File: src/rtl/stl_regs.vh
// Purpose: Register map and constants of the servo torque limiter
// Assumes: Avalon-MM word addressing by byte address, 32-bit data
// Notes: Limits are percent of rated torque
`ifndef STL_REGS_VH
`define STL_REGS_VH
`define STL_ADDR_W 6
`define STL_OFS_FWD_INT 6'h00
`define STL_OFS_REV_INT 6'h04
`define STL_OFS_ROUTING 6'h08
`define STL_OFS_FWD_EXT 6'h0c
`define STL_OFS_REV_EXT 6'h10
`define STL_OFS_MAXTQ 6'h14
`define STL_OFS_IN_MON 6'h18
`define STL_OFS_OUT_MON 6'h1c
`define STL_OFS_IRQ_STAT 6'h20
`define STL_OFS_IRQ_MASK 6'h24
`define STL_RST_INT_LIM 16'h0320
`define STL_RST_EXT_LIM 16'h0064
`define STL_RST_ROUTING 16'h0000
`define STL_RST_MAXTQ 16'h0320
`define STL_LIM_MAX 16'h0320
`define STL_SEL_LSB 0
`define STL_SEL_MSB 1
`define STL_SEL_NONE 2'h0
`define STL_SEL_FIRST 2'h1
`define STL_SEL_SECOND 2'h2
`define STL_SEL_THIRD 2'h3
`define STL_MON_FWD_EXT 6
`define STL_MON_REV_EXT 7
`define STL_OMON_LIMITED 0
`define STL_IRQ_W 3
`define STL_IRQ_LIM_SET 0
`define STL_IRQ_LIM_CLR 1
`define STL_IRQ_EXT_CHG 2
`endif

File: src/rtl/stl_torque_limiter.v
// Purpose: Torque limit selection, limited status, routing and monitors
// Assumes: Inputs synchronous to clk_in; torque reference signed percent
// Notes: Registers reached over Avalon-MM, one wait cycle per access
//
// Implementation choices: the register addresses and the Avalon-MM slave port.
`include "stl_regs.vh"

// Behaviour
// Separate forward and reverse internal limits, 0 to 800, default 800, always applied
// All limit settings are percent of rated torque
// Limit above motor maximum torque is replaced by the maximum
// Limited output low while torque reference exceeds active limit, high otherwise
// Compare torque continuously against internal and external limits
// Select field routes status nowhere or to output pair one, two, three
// Several functions on one output pair are ORed together
// Forward external input low applies forward external limit
// Reverse external input low applies reverse external limit
// External limits accept 0 to 800, default 100
// External limits set and applied per direction independently
// Input monitor shows external limit inputs at positions 6 and 7
// Output monitor reflects limited condition
// Active external limit: effective limit is smaller of internal and external
module stl_torque_limiter (
    input wire clk_in,
    input wire reset_n_in,
    input wire [`STL_ADDR_W-1:0] avs_address_in,
    input wire avs_read_in,
    input wire avs_write_in,
    input wire [31:0] avs_writedata_in,
    input wire [3:0] avs_byteenable_in,
    output reg [31:0] avs_readdata_out,
    output wire avs_waitrequest_out,
    input wire signed [15:0] torque_ref_in,
    input wire forward_ext_limit_n_in,
    input wire reverse_ext_limit_n_in,
    input wire [2:0] other_out_func_in,
    output reg [15:0] active_limit_out,
    output reg torque_limited_n_out,
    output reg output_pair_first_n_out,
    output reg output_pair_second_n_out,
    output reg output_pair_third_n_out,
    output wire irq_out
);
    reg [15:0] forward_internal_torque_limit;
    reg [15:0] reverse_internal_torque_limit;
    reg [15:0] output_signal_routing_two;
    reg [15:0] forward_external_torque_limit;
    reg [15:0] reverse_external_torque_limit;
    reg [15:0] motor_max_torque;
    reg [`STL_IRQ_W-1:0] irq_status;
    reg [`STL_IRQ_W-1:0] irq_mask;
    reg ack;
    reg limited;
    reg [1:0] ext_prev;
    reg [15:0] fwd_lim;
    reg [15:0] rev_lim;
    reg [15:0] next_active;
    reg [15:0] mag;
    reg next_limited;
    reg [31:0] rd_mux;
    reg [2:0] pair_hit;
    wire fwd_ext_on;
    wire rev_ext_on;
    wire [1:0] sel;
    wire acc;
    wire wr_en;
    wire rd_en;
    wire rd_cap;
    wire [7:0] in_mon;
    wire [`STL_IRQ_W-1:0] events;

    // Software limit settings saturate at the documented top of range
    function [15:0] clip_set;
        input [15:0] v;
        begin
            clip_set = (v > `STL_LIM_MAX) ? `STL_LIM_MAX : v;
        end
    endfunction

    // Byte-lane merge for 16-bit registers
    function [15:0] merge16;
        input [15:0] old;
        input [31:0] wd;
        input [3:0] be;
        begin
            merge16 = {be[1] ? wd[15:8] : old[15:8], be[0] ? wd[7:0] : old[7:0]};
        end
    endfunction

    assign fwd_ext_on = ~forward_ext_limit_n_in;
    assign rev_ext_on = ~reverse_ext_limit_n_in;
    assign sel = output_signal_routing_two[`STL_SEL_MSB:`STL_SEL_LSB];
    assign acc = avs_read_in | avs_write_in;
    assign avs_waitrequest_out = acc & ~ack;
    assign wr_en = avs_write_in & ack;
    assign rd_en = avs_read_in & ack;
    // Read data captured on the taking edge so it stands when waitrequest drops
    assign rd_cap = avs_read_in & ~ack;
    assign in_mon = {rev_ext_on, fwd_ext_on, 6'h00};
    assign events = {(ext_prev != {rev_ext_on, fwd_ext_on}), limited & ~next_limited,
                     next_limited & ~limited};
    assign irq_out = |(irq_status & irq_mask);

    // Effective limit per direction, percent of rated torque
    always @* begin
        fwd_lim = forward_internal_torque_limit;
        if (fwd_ext_on && forward_external_torque_limit < fwd_lim) begin
            fwd_lim = forward_external_torque_limit;
        end
        if (fwd_lim > motor_max_torque) begin
            fwd_lim = motor_max_torque;
        end
        rev_lim = reverse_internal_torque_limit;
        if (rev_ext_on && reverse_external_torque_limit < rev_lim) begin
            rev_lim = reverse_external_torque_limit;
        end
        if (rev_lim > motor_max_torque) begin
            rev_lim = motor_max_torque;
        end
        if (torque_ref_in[15]) begin
            mag = 16'h0000 - torque_ref_in;
            next_active = rev_lim;
        end else begin
            mag = torque_ref_in;
            next_active = fwd_lim;
        end
        next_limited = (mag > next_active);
    end

    // Pair routing with OR of other functions
    always @* begin
        pair_hit = other_out_func_in;
        case (sel)
            `STL_SEL_FIRST: pair_hit[0] = other_out_func_in[0] | next_limited;
            `STL_SEL_SECOND: pair_hit[1] = other_out_func_in[1] | next_limited;
            `STL_SEL_THIRD: pair_hit[2] = other_out_func_in[2] | next_limited;
            default: pair_hit = other_out_func_in;
        endcase
    end

    always @* begin
        rd_mux = 32'h0000_0000;
        case (avs_address_in)
            `STL_OFS_FWD_INT: rd_mux[15:0] = forward_internal_torque_limit;
            `STL_OFS_REV_INT: rd_mux[15:0] = reverse_internal_torque_limit;
            `STL_OFS_ROUTING: rd_mux[15:0] = output_signal_routing_two;
            `STL_OFS_FWD_EXT: rd_mux[15:0] = forward_external_torque_limit;
            `STL_OFS_REV_EXT: rd_mux[15:0] = reverse_external_torque_limit;
            `STL_OFS_MAXTQ: rd_mux[15:0] = motor_max_torque;
            `STL_OFS_IN_MON: rd_mux[7:0] = in_mon;
            `STL_OFS_OUT_MON: rd_mux[`STL_OMON_LIMITED] = limited;
            `STL_OFS_IRQ_STAT: rd_mux[`STL_IRQ_W-1:0] = irq_status;
            `STL_OFS_IRQ_MASK: rd_mux[`STL_IRQ_W-1:0] = irq_mask;
            default: rd_mux = 32'h0000_0000;
        endcase
    end

    always @(posedge clk_in) begin
        if (!reset_n_in) begin
            forward_internal_torque_limit <= `STL_RST_INT_LIM;
            reverse_internal_torque_limit <= `STL_RST_INT_LIM;
            output_signal_routing_two <= `STL_RST_ROUTING;
            forward_external_torque_limit <= `STL_RST_EXT_LIM;
            reverse_external_torque_limit <= `STL_RST_EXT_LIM;
            motor_max_torque <= `STL_RST_MAXTQ;
            irq_status <= {`STL_IRQ_W{1'b0}};
            irq_mask <= {`STL_IRQ_W{1'b0}};
            ack <= 1'b0;
            limited <= 1'b0;
            ext_prev <= 2'b00;
            active_limit_out <= `STL_RST_INT_LIM;
            torque_limited_n_out <= 1'b1;
            output_pair_first_n_out <= 1'b1;
            output_pair_second_n_out <= 1'b1;
            output_pair_third_n_out <= 1'b1;
            avs_readdata_out <= 32'h0000_0000;
        end else begin
            ack <= acc & ~ack;
            limited <= next_limited;
            ext_prev <= {rev_ext_on, fwd_ext_on};
            active_limit_out <= next_active;
            torque_limited_n_out <= ~next_limited;
            output_pair_first_n_out <= ~pair_hit[0];
            output_pair_second_n_out <= ~pair_hit[1];
            output_pair_third_n_out <= ~pair_hit[2];
            if (rd_cap) begin
                avs_readdata_out <= rd_mux;
            end
            // Set wins over read-clear
            if (rd_cap && avs_address_in == `STL_OFS_IRQ_STAT) begin
                irq_status <= events;
            end else begin
                irq_status <= irq_status | events;
            end
            if (wr_en) begin
                case (avs_address_in)
                    `STL_OFS_FWD_INT: forward_internal_torque_limit <=
                        clip_set(merge16(forward_internal_torque_limit,
                                         avs_writedata_in, avs_byteenable_in));
                    `STL_OFS_REV_INT: reverse_internal_torque_limit <=
                        clip_set(merge16(reverse_internal_torque_limit,
                                         avs_writedata_in, avs_byteenable_in));
                    `STL_OFS_ROUTING: output_signal_routing_two <=
                        merge16(output_signal_routing_two, avs_writedata_in, avs_byteenable_in);
                    `STL_OFS_FWD_EXT: forward_external_torque_limit <=
                        clip_set(merge16(forward_external_torque_limit,
                                         avs_writedata_in, avs_byteenable_in));
                    `STL_OFS_REV_EXT: reverse_external_torque_limit <=
                        clip_set(merge16(reverse_external_torque_limit,
                                         avs_writedata_in, avs_byteenable_in));
                    `STL_OFS_MAXTQ: motor_max_torque <=
                        merge16(motor_max_torque, avs_writedata_in, avs_byteenable_in);
                    `STL_OFS_IRQ_MASK: if (avs_byteenable_in[0]) begin
                        irq_mask <= avs_writedata_in[`STL_IRQ_W-1:0];
                    end
                    default: irq_mask <= irq_mask;
                endcase
            end
        end
    end
endmodule // stl_torque_limiter

File: config.mk
export PLATFORM = sky130hd
export DESIGN_NAME = stl_torque_limiter
export DESIGN_NICKNAME = d
export VERILOG_FILES = /design/src/rtl/stl_torque_limiter.v
export VERILOG_INCLUDE_DIRS = /design/src /design/src/rtl
export SDC_FILE = /design/constraint.sdc
export NUM_CORES = 1
export LEC_CHECK = 0
export BUFFER_PORTS_ARGS = -buffer_cell sky130_fd_sc_hd__buf_2
export CORE_ASPECT_RATIO = 1.25
export CORE_UTILIZATION = 25
export DETAILED_ROUTE_END_ITERATION = 6
export PLACE_DENSITY = 0.47
export SKIP_LAST_GASP = 1
export SLEW_MARGIN = 15
export SYNTH_ARGS = -nofsm -noshare
export SYNTH_HDL_FRONTEND = slang
export SYNTH_SLANG_ARGS = --single-unit
File: constraint.sdc
create_clock -name clk_in -period 5.2 [get_ports clk_in]
set_input_delay 0.26 -clock clk_in [delete_from_list [all_inputs] [get_ports clk_in]]
set_output_delay 0.26 -clock clk_in [all_outputs]
set_load 0.02 [all_outputs]
==> metrics.md <==
| Metric | Value |
|---|---|
| Via count | `roughly 9.1k` |
| Total power | `2.85 mW` |
| Final setup vio count | `7` |
| Critical Path Start | `forward_internal_torque_limit[1]` |
| DP HPWL | `27400 microns` |
| Syn_area_per_cell | `roughly 8.6 sq um` |
| Fin area | `0.0122 sq mm` |
| HP Class | `primary input to register` |
| Crit share post-route | `106%` |
| Root Driver | `clkbuf_16` |
| Final Net Count | `1427` |
| Synth Flop Type | `dfxtp_1` |
| I/O Pins | `121` |
| CP required | `5540 ps` |
| PnR worst setup slack | `-296 ps` |
| Max-cap viol count | `0` |
| Initial antenna violation count | `0` |
| Clock Path Buffers | `2` |
| RD Place Congestion | `0.880` |
| Pre-CTS WS | `-648 ps` |
| FMAX | `182 MHz` |
| Synth Instances | `between 1k and 1.5k` |
| Failing checks | `design-rule violations, negative setup slack` |
| DR iter-0 viols | `709` |
| Register area share after synthesis | `31.5%` |
| Setup TNS | `-1590 ps` |
| Commonest cells after routing, fill and taps aside | `175 x buf_4, 137 x dfxtp_1, 86 x buf_2, 74 x nor2_1, 70 x ha_1` |
| Crit path kind | `register to register` |
| Tmin final | `5500 ps` |
| Min-delay src | `avs_writedata_in[14]` |
| Synth Register Bits | `142` |
| Die Width | `about 170 microns` |
| Final slew viol count | `0` |
| Residual DRC | `3` |
| Critical-path top delay cell | `a2111o_1` |
| Final Hold Fails | `0` |
| DRT antenna net count | `0` |
| Cell Area, Placed | `between 0.01 and 0.015 sq mm` |
| Starting Density | `25.5%` |
| Largest delay share family, worst path | `compound AO/OA/AOI/OAI gates` |
| Worst slew pin tran | `between 1000 and 1500 ps` |
| Post-Route WL | `35800 microns` |
| Largest net degree at the start of global routing | `60` |
| Most common cell after layout, fill and taps aside | `buf_4` |
| Filler cells | `3788` |
| First-pass GRT wire length | `55100 microns` |
| Die area | `0.0369 sq mm` |
| Port buffer count | `86` |
| Core area | `0.0355 sq mm` |
| Hold Path Sink | `output_signal_routing_two[14]` |
| # H-tree levels | `4` |
| Per-cell routed wire length | `20.3 microns` |
| Synthesized area | `0.00903 sq mm` |
| Total CTS buffers | `17` |
| Netlist cell types | `78` |
| Async SR Flop Fraction | `0%` |
| Arrival @ worst endpoint | `5840 ps` |
| Pleak | `5.28 nW` |
| Clock slew at reported path FFs | `70 ps` |
| CP Launch Type | `register` |
| Max IR drop VDD | `209 uV` |
| Status | `finished with violations` |
| Vias in the first global route | `8962` |
| CTS tree | `done` |
| WP buf/inv | `5` |
| Max-slew headroom | `21.1%` |
| Die height | `214 microns` |
| CP Capture Type | `register` |
| Clk Latency, worst-skew pair | `450 ps` |
| Reg2Reg Setup Slack | `-300 ps` |
| Worst R2R Path Depth | `27` |
| R2r endpoint | `irq_status[0]` |
| Reg2reg start | `forward_internal_torque_limit[1]` |
| Number of flops mapped to enable cells by yosys | `0` |
| Yosys warns | `0` |
| Largest stage delay, worst path | `~400 ps` |
| Vias per cell | `5.17` |
| Sink Count | `142` |
| Row count | `77` |
| Post-route clock skew | `11.7 ps` |
| Layout cells sized above 1 | `30.9%` |
| Antenna diode count | `0` |
| Placed cell count | `1720` |
| Global Route Usage Sum | `roughly a fifth` |
| Pre-Repair DR Iteration Count | `7` |
| Final cell count without fillers | `approximately 1.8k` |
| Power density over the cells | `between 200 and 250 mW/mm^2` |
| Top fanout value on the critical path | `6` |
| RSZ-0062 raised after global routing | `true` |
| Worst Hold Depth | `3` |
| Global route total overflow | `0` |
| Area growth from synthesis to layout | `35.6%` |
[power by group]
group / internal, mW / switching, mW
logic: 0.152 / 0.240
clock network: 0.820 / 0.525
registers: 1.11 / 0.0113
total: 2.08 / 0.776
[repair_timing]
item / in CTS / in global routing
gates cloned: 1 / 0
endpoints found under the hold margin: 3 / 0
hold buffers: 3 / 0
gates resized for setup: 26 / 44
pin swaps: 19 / 26
endpoints found under the setup margin: 7 / 7
setup buffers: 5 / 8
[cells in the mapped netlist, types with 4 or more instances]
master | n | area share [%]
o2111ai_1 | 4 | 0.39
nand2_1 | 59 | 2.5
nor2_1 | 76 | 3.2
a221oi_1 | 16 | 1.6
a211o_1 | 9 | 0.87
or4_1 | 5 | 0.42
a211oi_1 | 6 | 0.50
nor3b_1 | 5 | 0.42
mux2_2 | 21 | 2.6
a22o_1 | 14 | 1.4
and2_1 | 11 | 0.76
nor4_1 | 14 | 0.97
buf_4 | 17 | 1.4
dfxtp_1 | 142 | 31
clkbuf_1 | 40 | 1.7
or2_2 | 5 | 0.35
a222oi_1 | 17 | 1.9
nor2b_1 | 7 | 0.49
nor3_4 | 4 | 0.72
o31ai_1 | 4 | 0.33
o22ai_1 | 11 | 0.76
a32oi_1 | 5 | 0.49
nand2b_1 | 9 | 0.62
nor3_1 | 15 | 0.83
xnor2_1 | 12 | 1.2
o21ai_0 | 50 | 2.8
buf_2 | 8 | 0.44
o21a_1 | 10 | 0.83
mux2i_1 | 43 | 4.8
nand3_1 | 26 | 1.4
inv_1 | 69 | 2.9
o211ai_1 | 13 | 1.1
a22oi_1 | 22 | 1.8
a21oi_1 | 65 | 3.6
o211a_1 | 5 | 0.55
a32o_1 | 6 | 0.67
nand4_1 | 16 | 1.1
and3_1 | 30 | 2.1
ha_1 | 79 | 11
a31oi_1 | 5 | 0.35
a21o_1 | 14 | 1.2
[through the flow]
stage | hold WS (ps) | util, %
after global routing | 114 | 34.5
after CTS | 69.6 | 33.8
after detailed placement | 438 | 31.4
after floorplan | 332 | -
after global placement | 443 | 31.4
final | 92.0 | 34.5
[registers in the layout, summed over array words and instances (netlist names), 2 cells and up]
register,count
reverse_internal_torque_limit,16
forward_external_torque_limit,16
motor_max_torque,16
reverse_external_torque_limit,16
forward_internal_torque_limit,16
active_limit_out,16
irq_status,3
ext_prev,2
output_signal_routing_two,16
irq_mask,3
avs_readdata_out,16
[worst max-delay path by stage]
stage / end / slack, ps / cells past startpoint
floorplan: irq_status[0] / 0.6 / 26
detailed placement: irq_status[0] / -650 / 25
CTS: irq_status[0] / -460 / 24
global route: irq_status[0] / -560 / 25
global placement: irq_status[0] / -570 / 26
finish: irq_status[0] / -300 / 27
[worst min-delay path, cell delays in order]
cell and delay (ps):
buf_2 100, mux2i_1 70, nor2_1 80
[area by class of cell]
type	count	area [sq um]	area share, %
Clock buffer	20	447	3.65
Clock inverter	12	185	1.51
Sequential cell	142	2850	23.3
Timing Repair Buffer	271	1860	15.2
Tap cell	474	593	4.84
Inverter	70	263	2.15
Multi-Input combinational cell	779	6040	49.4
[logic make-up (layout without fill, tap and decap cells)]
kind of cell / after synthesis / count (layout) / synth area share (%)
AO/OA/AOI/OAI: 303 / 304 / 23.9
XOR/XNOR: 15 / 15 / 1.46
adder cells (fa/ha/maj): 80 / 80 / 11.1
buffers and inverters: 141 / 373 / 6.94
flip-flops: 142 / 142 / 31.5
multiplexers: 64 / 64 / 7.39
other: 1 / 16 / 0.0415
AND/OR/NAND/NOR: 300 / 300 / 17.7
[metal layers]
metal / wire length [microns] / global-route usage (%) / vias to the layer above / share of wire (%)
li1: - / - / 4364 / -
met1: 16300 / 26.4 / 4433 / 45
met2: 17000 / 32.5 / 283 / 47
met3: 1740 / 2.75 / 54 / 4.9
met4: 854 / 7.43 / 0 / 2.4
met5: 0 / 0 / - / 0
Note: power is estimated with default switching activity, not from simulation.
